### config.mk
export PLATFORM = sky130hd
export DESIGN_NAME = sps_power_ctrl
export DESIGN_NICKNAME = d
export VERILOG_FILES = /design/src/common/sps_pkg.sv /design/src/common/sps_tmr_if.sv /design/src/core/sps_timer.sv /design/src/core/sps_power_ctrl.sv
export SDC_FILE = /design/constraint.sdc
export NUM_CORES = 1
export LEC_CHECK = 0
export BUFFER_PORTS_ARGS = -buffer_cell sky130_fd_sc_hd__buf_2
export CORE_MARGIN = 2
export CORE_UTILIZATION = 42
export CTS_CLUSTER_SIZE = 24
export DETAILED_ROUTE_END_ITERATION = 6
export GPL_TIMING_DRIVEN = 1
export PLACE_DENSITY = 0.65
export SYNTH_ARGS = -nofsm -noshare
export SYNTH_HDL_FRONTEND = slang
export SYNTH_HIERARCHICAL = 1
export SYNTH_SLANG_ARGS = --single-unit
export TNS_END_PERCENT = 5
### constraint.sdc
create_clock -name core_clk_i -period 4.5 [get_ports core_clk_i]
set_input_delay 0.9 -clock core_clk_i [delete_from_list [all_inputs] [get_ports core_clk_i]]
set_output_delay 0.9 -clock core_clk_i [all_outputs]
set_load 0.1 [all_outputs]
### src/common/sps_pkg.sv
// Shared constants and types for the serial link power save controller
package sps_pkg;

	// ****************************************************************
	// Clock and timing
	// ****************************************************************
	localparam int CLK_PERIOD_PS = 5000;
	localparam int WAKE_PULSE_NS = 1000;
	localparam int WAKE_PULSE_CYC = (WAKE_PULSE_NS * 1000 + CLK_PERIOD_PS - 1) / CLK_PERIOD_PS;
	localparam int INIT_IDLE_MS = 1000;
	localparam int INIT_IDLE_CYC = INIT_IDLE_MS * 200000;
	localparam int TMR_W = 32;

	// ****************************************************************
	// Register map
	// ****************************************************************
	localparam logic [3:0] REG_CTRL = 4'h0;
	localparam logic [3:0] REG_INACT = 4'h4;
	localparam logic [3:0] REG_ACCESS = 4'h8;
	localparam logic [3:0] REG_WREADY = 4'hc;
	localparam logic [3:0] REG_STATUS = 4'h0;
	localparam int CTRL_FIVE_SIG = 0;
	localparam int CTRL_ALL_ACKED = 1;
	localparam int CTRL_FINISH_ACK = 2;
	localparam int CTRL_PENDING = 3;
	localparam int CTRL_WAKE_REQ = 4;
	localparam int CTRL_SELF_HOLD = 5;
	localparam int CTRL_ACTIVATED = 6;
	localparam logic [15:0] INACT_NEVER = 16'hffff;
	localparam logic [15:0] INACT_RST = 16'hffff;
	localparam logic [15:0] ACCESS_RST = 16'h0001;
	localparam logic [15:0] WREADY_RST = 16'h0001;
	localparam int INACT_UNIT_CYC = 200;

	typedef enum logic [1:0] {
		SPS_AWAKE,
		SPS_SLEEP,
		SPS_WAKE_PULSE
	} sps_state_e;

endpackage

### src/common/sps_tmr_if.sv
// Interface carrying a loadable countdown timer request and status
`timescale 1ns/10ps
interface sps_tmr_if;
	import sps_pkg::*;
	logic load;
	logic [TMR_W-1:0] value;
	logic expired;
	modport ctl (output load, output value, input expired);
	modport tmr (input load, input value, output expired);
endinterface

### src/core/sps_timer.sv
// Loadable countdown timer in core clock cycles
`timescale 1ns/10ps
module sps_timer
	import sps_pkg::*;
(
	input wire logic core_clk_i,
	input wire logic rst_b_i,
	sps_tmr_if.tmr t
);
	logic [TMR_W-1:0] cnt_q;
	logic [TMR_W-1:0] cnt_d;

	always_comb
	begin
		cnt_d = cnt_q;
		if (t.load)
		begin
			cnt_d = t.value;
		end
		else if (cnt_q != '0)
		begin
			cnt_d = cnt_q - 1'b1;
		end
	end

	// Loaded at reset, so no timer reads as expired as reset ends
	always_ff @(posedge core_clk_i)
	begin
		if (!rst_b_i)
			cnt_q <= t.value;
		else
			cnt_q <= cnt_d;
	end

	assign t.expired = (cnt_q == '0) && !t.load;
endmodule

### src/core/sps_power_ctrl.sv
// Slave side power save controller for the serial link
`timescale 1ns/10ps
// Behaviour
// - Sleep only with nothing pending and some sleep condition met.
// - All frames acked plus inactivity period without select is a sleep condition.
// - Acknowledgement of link finish event frame is a sleep condition.
// - No activity beyond initial idle timeout after power-up is a sleep condition.
// - Initial idle timeout defaults to one second.
// - Returned inactivity period governs sleep; all ones means never sleep; the code blocks only the inactivity condition on it.
// - Inactivity period runs from the last select de-assertion.
// - If wake ready delay not above access delay, may decline sleep.
// - Asleep: no data out drive, no select or attention assertion.
// - Wake pulse on select or attention line lasts one microsecond.
// - Pulse end releasing select leaves slave configured, deselected, ready.
module sps_power_ctrl
	import sps_pkg::*;
#(
	parameter int INIT_IDLE_CYCLES = INIT_IDLE_CYC
)
(
	input wire logic core_clk_i,
	input wire logic rst_b_i,
	input wire logic [3:0] reg_addr_i,
	input wire logic [31:0] reg_wdata_i,
	input wire logic reg_wr_i,
	input wire logic reg_rd_i,
	output logic [31:0] reg_rdata_o,
	input wire logic sel_b_pin_i,
	input wire logic sclk_pin_i,
	input wire logic data_out_i,
	input wire logic data_out_en_b_i,
	output logic miso_o,
	output logic miso_oe_b_o,
	output logic sel_b_o,
	output logic sel_oe_b_o,
	output logic attn_b_o,
	output logic attn_oe_b_o,
	output logic asleep_o
);

	// ****************************************************************
	// Pin synchronisers
	// ****************************************************************
	logic [1:0] sel_sync_q;
	logic [1:0] clk_sync_q;
	logic sel_prev_q;
	logic clk_prev_q;
	logic sel_b_s;
	logic sel_rise;
	logic sel_fall;
	logic clk_edge;

	always_ff @(posedge core_clk_i)
	begin
		if (!rst_b_i)
		begin
			sel_sync_q <= 2'h3;
			clk_sync_q <= 2'h0;
			sel_prev_q <= 1'b1;
			clk_prev_q <= 1'b0;
		end
		else
		begin
			sel_sync_q <= {sel_sync_q[0], sel_b_pin_i};
			clk_sync_q <= {clk_sync_q[0], sclk_pin_i};
			sel_prev_q <= sel_sync_q[1];
			clk_prev_q <= clk_sync_q[1];
		end
	end

	assign sel_b_s = sel_sync_q[1];
	assign sel_rise = sel_b_s && !sel_prev_q;
	assign sel_fall = !sel_b_s && sel_prev_q;
	assign clk_edge = clk_sync_q[1] != clk_prev_q;

	// ****************************************************************
	// Registers
	// ****************************************************************
	logic [6:0] ctrl_q;
	logic [6:0] ctrl_d;
	logic [15:0] inact_q;
	logic [15:0] inact_d;
	logic [15:0] access_q;
	logic [15:0] access_d;
	logic [15:0] wready_q;
	logic [15:0] wready_d;
	logic [31:0] rdata_q;
	logic [31:0] rdata_d;
	logic finish_ack_pulse;
	logic wake_done;
	sps_state_e state_q;
	sps_state_e state_d;

	always_comb
	begin
		ctrl_d = ctrl_q;
		inact_d = inact_q;
		access_d = access_q;
		wready_d = wready_q;
		rdata_d = 32'h0;
		finish_ack_pulse = 1'b0;
		if (wake_done)
			ctrl_d[CTRL_WAKE_REQ] = 1'b0;
		if (reg_wr_i)
		begin
			case (reg_addr_i)
				REG_CTRL:
				begin
					// Finish ack is a strobe, not stored
					ctrl_d = reg_wdata_i[6:0];
					ctrl_d[CTRL_FINISH_ACK] = 1'b0;
					finish_ack_pulse = reg_wdata_i[CTRL_FINISH_ACK];
					// Set by software wins over a completion in the same cycle
					if (wake_done && !reg_wdata_i[CTRL_WAKE_REQ])
						ctrl_d[CTRL_WAKE_REQ] = 1'b0;
				end
				REG_INACT: inact_d = reg_wdata_i[15:0];
				REG_ACCESS: access_d = reg_wdata_i[15:0];
				REG_WREADY: wready_d = reg_wdata_i[15:0];
				default: ;
			endcase
		end
		if (reg_rd_i)
		begin
			case (reg_addr_i)
				REG_STATUS: rdata_d = {24'h0, state_q == SPS_SLEEP, ctrl_q[6:3], 1'b0,
					ctrl_q[1:0]};
				REG_INACT: rdata_d = {16'h0, inact_q};
				REG_ACCESS: rdata_d = {16'h0, access_q};
				REG_WREADY: rdata_d = {16'h0, wready_q};
				default: rdata_d = 32'h0;
			endcase
		end
	end

	always_ff @(posedge core_clk_i)
	begin
		if (!rst_b_i)
		begin
			ctrl_q <= 7'h0;
			inact_q <= INACT_RST;
			access_q <= ACCESS_RST;
			wready_q <= WREADY_RST;
			rdata_q <= 32'h0;
		end
		else
		begin
			ctrl_q <= ctrl_d;
			inact_q <= inact_d;
			access_q <= access_d;
			wready_q <= wready_d;
			rdata_q <= rdata_d;
		end
	end

	assign reg_rdata_o = rdata_q;

	// ****************************************************************
	// Timers
	// ****************************************************************
	sps_tmr_if inact_t ();
	sps_tmr_if idle_t ();
	sps_tmr_if pulse_t ();
	logic link_active;

	assign link_active = !sel_b_s || clk_edge;
	assign inact_t.load = sel_rise || !sel_b_s;
	assign inact_t.value = TMR_W'(inact_q) * TMR_W'(INACT_UNIT_CYC);
	assign idle_t.load = link_active;
	assign idle_t.value = TMR_W'(INIT_IDLE_CYCLES);
	assign pulse_t.load = state_q != SPS_WAKE_PULSE;
	assign pulse_t.value = TMR_W'(WAKE_PULSE_CYC - 1);

	sps_timer u_inact (.core_clk_i(core_clk_i), .rst_b_i(rst_b_i), .t(inact_t));
	sps_timer u_idle (.core_clk_i(core_clk_i), .rst_b_i(rst_b_i), .t(idle_t));
	sps_timer u_pulse (.core_clk_i(core_clk_i), .rst_b_i(rst_b_i), .t(pulse_t));

	// ****************************************************************
	// Sleep decision
	// ****************************************************************
	logic cond_inact;
	logic cond_idle;
	logic finish_seen_q;
	logic finish_seen_d;
	logic idle_armed_q;
	logic idle_armed_d;
	logic decline;
	logic go_sleep;

	always_comb
	begin
		finish_seen_d = finish_seen_q || finish_ack_pulse;
		idle_armed_d = idle_armed_q && !ctrl_q[CTRL_ACTIVATED];
		if (state_q == SPS_SLEEP)
			finish_seen_d = 1'b0;
		if (finish_ack_pulse)
			finish_seen_d = 1'b1;
	end

	always_ff @(posedge core_clk_i)
	begin
		if (!rst_b_i)
		begin
			finish_seen_q <= 1'b0;
			idle_armed_q <= 1'b1;
		end
		else
		begin
			finish_seen_q <= finish_seen_d;
			idle_armed_q <= idle_armed_d;
		end
	end

	// Never sleep on an all ones period; the inactivity path only
	assign cond_inact = ctrl_q[CTRL_ALL_ACKED] && inact_t.expired
		&& inact_q != INACT_NEVER;
	assign cond_idle = idle_armed_q && idle_t.expired;
	// Short wake ready delay lets software hold the slave awake
	assign decline = (wready_q <= access_q) && ctrl_q[CTRL_SELF_HOLD];
	assign go_sleep = !ctrl_q[CTRL_PENDING] && !ctrl_q[CTRL_WAKE_REQ] && !decline
		&& (cond_inact || finish_seen_q || cond_idle);

	// ****************************************************************
	// Power state
	// ****************************************************************
	always_comb
	begin
		state_d = state_q;
		wake_done = 1'b0;
		case (state_q)
			SPS_AWAKE:
				if (go_sleep)
					state_d = SPS_SLEEP;
			SPS_SLEEP:
				if (!sel_b_s)
					state_d = SPS_AWAKE;
				else if (ctrl_q[CTRL_WAKE_REQ] || (decline && ctrl_q[CTRL_PENDING]))
					state_d = SPS_WAKE_PULSE;
			SPS_WAKE_PULSE:
				if (pulse_t.expired)
				begin
					state_d = SPS_AWAKE;
					wake_done = 1'b1;
				end
			default: state_d = SPS_AWAKE;
		endcase
	end

	always_ff @(posedge core_clk_i)
	begin
		if (!rst_b_i)
			state_q <= SPS_AWAKE;
		else
			state_q <= state_d;
	end

	// ****************************************************************
	// Pin drive
	// ****************************************************************
	logic pulsing;
	logic asleep;

	assign pulsing = state_q == SPS_WAKE_PULSE;
	assign asleep = state_q == SPS_SLEEP;
	assign miso_o = data_out_i;
	assign miso_oe_b_o = asleep || data_out_en_b_i;
	assign sel_b_o = 1'b0;
	assign sel_oe_b_o = !(pulsing && !ctrl_q[CTRL_FIVE_SIG]);
	assign attn_b_o = !(pulsing && ctrl_q[CTRL_FIVE_SIG]);
	assign attn_oe_b_o = !ctrl_q[CTRL_FIVE_SIG];
	assign asleep_o = asleep;

	// ****************************************************************
	// Assertions
	// ****************************************************************
	int unsigned pulse_len_q;
	always_ff @(posedge core_clk_i)
	begin
		if (!rst_b_i || !pulsing)
			pulse_len_q <= 0;
		else
			pulse_len_q <= pulse_len_q + 1;
	end

	sleep_needs_cause_a: assert property (@(posedge core_clk_i) disable iff (!rst_b_i)
		$rose(asleep) |-> $past(!ctrl_q[CTRL_PENDING] && (cond_inact || finish_seen_q
		|| cond_idle))) else $error("sleep entered without cause");
	pending_stays_awake_a: assert property (@(posedge core_clk_i) disable iff (!rst_b_i)
		state_q == SPS_AWAKE && ctrl_q[CTRL_WAKE_REQ] |=> !asleep)
		else $error("slept with own request pending");
	never_value_a: assert property (@(posedge core_clk_i) disable iff (!rst_b_i)
		state_q == SPS_AWAKE && inact_q == INACT_NEVER && !finish_seen_q && !cond_idle
		|=> !asleep) else $error("all ones period used");
	select_restarts_a: assert property (@(posedge core_clk_i) disable iff (!rst_b_i)
		!sel_b_s |=> !inact_t.expired) else $error("inactivity timer not restarted");
	quiet_asleep_a: assert property (@(posedge core_clk_i) disable iff (!rst_b_i)
		asleep |-> miso_oe_b_o && sel_oe_b_o && attn_b_o)
		else $error("pin driven while asleep");
	pulse_width_a: assert property (@(posedge core_clk_i) disable iff (!rst_b_i)
		$fell(pulsing) |-> $past(pulse_len_q) == WAKE_PULSE_CYC - 1)
		else $error("wake pulse width wrong");
	pulse_end_a: assert property (@(posedge core_clk_i) disable iff (!rst_b_i)
		$fell(pulsing) |-> state_q == SPS_AWAKE && sel_oe_b_o)
		else $error("pulse did not end awake and released");
	finish_sleep_a: assert property (@(posedge core_clk_i) disable iff (!rst_b_i)
		finish_ack_pulse && state_q == SPS_AWAKE && !reg_wdata_i[CTRL_PENDING]
		&& !reg_wdata_i[CTRL_WAKE_REQ] && !(reg_wdata_i[CTRL_SELF_HOLD] && wready_q <= access_q)
		##1 !finish_ack_pulse && sel_b_s |=> asleep)
		else $error("finish ack did not sleep");

	sleep_cov_c: cover property (@(posedge core_clk_i) $rose(asleep));
	wake_cov_c: cover property (@(posedge core_clk_i) $fell(pulsing));
	sel_wake_cov_c: cover property (@(posedge core_clk_i) asleep ##1 !asleep && !pulsing);

endmodule

==> summary.txt <==
CTS
  – Post-CTS Setup Repair Bufs: 0
  – Post_cts resized: 0
  – Sinks on the clock net: 176
  – Clock tree buffer depth: 2
  – TritonCTS clock tree: yes
  – Total CTS buffers: 17
  – Clock slew seen by the registers of the worst setup and hold paths: 0.08 ns
  – H-tree Lvls: 4
  – Worst-skew pair later-pin latency: 0.43 ns
  – CTS root buf: clkbuf_16
  – CTS Hold Buffers Added: 0

Setup path
  – Worst Path Required: 4.67 ns
  – Max FO, Critical Path: 5
  – Critical path's most frequent cell: ha_1
  – Worst path max stage delay: 0.46 ns
  – Reg2reg setup slack: 0.70 ns
  – Worst setup path category: reg -> reg
  – Crit start category: register
  – Critical path's slowest cell: fa_1
  – Crit path arrival time: 3.98 ns
  – CP Cell Sequence: ha_1 -> ha_1 -> fa_1 -> ha_1 -> nor2b_4 -> o31a_1 -> o41ai_2 -> a31oi_1 -> nor4_1 -> nor3_1 -> nor2_1 -> a31oi_1
  – CP Capture Type: register

Global route
  – GRT Overall Usage: 17.7%
  – Global route overflow: 0
  – Global-route wire length before repair: 41.2 mm
  – Largest net degree at the start of global routing: 61
  – Initial antenna violation count: 0
  – Vias in the first global route: 8,410

Routing
  – Post-DR wirelength/cell: 14.6 um
  – 1st-iter DRT viols: 610
  – Via density: 5.39
  – Final ANT Viol Nets: 0
  – DRT Wirelength: 24.6 mm
  – Drc violations: 1
  – Total number of vias: 9,077
  – Drt pass-1 iters: 7

Layout
  – Seq. cell area: 4480 sq um
  – Fraction of layout cells with a size suffix above 1: 9.93%
  – Area grow syn2layout: 11.2%
  – Finished Layout Cells: 1,684
  – Most frequent cells in the layout: 181 x nand2_1, 96 x edfxtp_1, 92 x conb_1
  – Diodes inserted: 0
  – Multi-input gate area in the final layout: 6340 sq um
  – Filler Cells Inserted: 2,509
  – Final Net Count: 1,464
  – Most common cell after layout, fill and taps aside: nand2_1

Floorplanning
  – CORE AREA: 26,100 sq um
  – Full die area: 28,000 sq um
  – Ports: 83
  – Initial Utilization: 42.8%
  – Cell row count: 59
  – Chip height: 167 um
  – Die width: 167 um

Timing
  – Tmin final: 3.80 ns
  – RSZ-0062 raised after global routing: no
  – Slew Limit Fails: 0
  – Max Fclk: 263 MHz
  – Slew of the pin with the lowest slew margin: 1.15 ns
  – Final period util: 84.6%
  – Setup TNS: 0 ns
  – Hold Vio Cnt, Final: 0
  – Slew margin rel.: 23.0%
  – Final Skew: 0.0138 ns
  – # setup viols final: 0

Power and ir drop
  – Peak VDD IR: 0.000225 V
  – Pwr per Cell Area: 350 nW/um^2
  – Lkg Pwr: 4.77 nW
  – Final total power: 4.35 mW

Logic synthesis
  – Cells after Synth: 1,242
  – Unique cell type count in the Yosys netlist: 67
  – Synth Warn #: 6
  – Yosys reg bits: 176
  – Post-synthesis cell area: 11,200 sq um
  – Post-synth EDFFs: 96
  – Main synth FF type: edfxtp_1
  – Ys async rst share: 0%
  – Seq/Total Area, Yosys: 40.1%
  – Syn avg cell area: 9.01 sq um

Place
  – Number of port buffers: 47
  – GPL Wtd Cong: 0.815
  – Post-DP HPWL: 17.0 mm
  – Post-Place Cells: 1,652

Min path
  – Hold crit path type: reg -> reg

Outcome
  – Outcome: complete, but fails checks
  – Failing checks: design-rule violations

Flow run
  – Max_cap viols: 0
logic make-up after synthesis:
group,synth area share [%]
compound gates,17.2
xor+xnor,3.68
fa+ha+maj,10.1
buf+inv,6.38
flops,40.1
mux,0.0895
other cells,0.0671
simple gates,22.4
critical path: cells and delay by family, from the launching register on:
kind | cells | cell delay, ns
DFF | 1 | 0.44
adders and majority gates | 4 | 1.42
AOI/OAI and AO/OA | 4 | 0.94
and+or+nand+nor | 4 | 0.75
final timing paths:
kind | startpoint | endpoint | depth (start not counted)
max | inact_q[3]$_SDFFE_PN1P_ | u_inact/cnt_q[23]$_DFFE_PP_ | 12
min | sel_sync_q[0]$_SDFF_PN1_ | sel_sync_q[1]$_SDFF_PN1_ | 1
max reg2reg | inact_q[3]$_SDFFE_PN1P_ | u_inact/cnt_q[23]$_DFFE_PP_ | 12
min reg2reg | sel_sync_q[0]$_SDFF_PN1_ | sel_sync_q[1]$_SDFF_PN1_ | 1
report_power, final:
part | switching, mW | internal [mW]
sequential | 0.164 | 1.87
combinational | 0.497 | 0.346
clock | 0.741 | 0.736
final cells by class:
type	instances	area share, %
Inverter	71	2.14
Sequential cell	176	36.0
Clock inverter	15	1.10
Timing Repair Buffer	65	2.98
Tap cell	335	3.37
Clock buffer	17	3.42
Multi-Input combinational cell	1005	51.0
stage by stage:
stage | area, sq um | hold slack, ns | setup WS (ns) | utilization (%)
6_report | 12400 | 0.418 | 0.695 | 47.6
5_1_grt | 12400 | 0.452 | 0.521 | 47.6
4_1_cts | 12400 | 0.427 | 0.729 | 47.6
3_5_place_dp | 11900 | 0.411 | 0.734 | 45.5
3_3_place_gp | 11900 | 0.394 | 0.846 | 45.5
2_1_floorplan | 11500 | 0.386 | 1.15 | -
state kept, by name (all words and copies together) (netlist names):
name	flops
sel_sync_q	2
clk_sync_q	2
sel_prev_q	1
finish_seen_q	1
u_inact/cnt_q	32
u_pulse/cnt_q	32
clk_prev_q	1
state_q	2
idle_armed_q	1
u_idle/cnt_q	32
reg_rdata_o	16
wready_q	16
ctrl_q	6
inact_q	16
access_q	16
synth_stat cells (18+ instances only):
library cell	number	share of area, %
xnor2_1	22	1.7
o21ai_0	74	3.3
xor2_1	25	2.0
or3_1	21	1.2
a21boi_0	36	2.4
o31ai_1	32	2.1
nand2_1	181	6.1
dfxtp_1	80	14
nand3_1	34	1.5
nor4_1	25	1.4
a22oi_1	23	1.5
a31oi_1	49	2.7
or4_1	39	2.6
ha_1	73	8.2
inv_1	71	2.4
a21oi_1	35	1.6
buf_4	18	1.2
clkbuf_1	46	1.5
nor2_1	81	2.7
edfxtp_1	96	26
routing by layer:
metal	GRT usage [%]	vias to the layer above	share of wire, %
li1	-	4624	-
met1	24.5	4281	48
met2	29.4	156	47
met3	2.79	16	3.6
met4	3.52	0	0.70
met5	0	-	0
No activity file was read; power rests on OpenSTA's default activity.
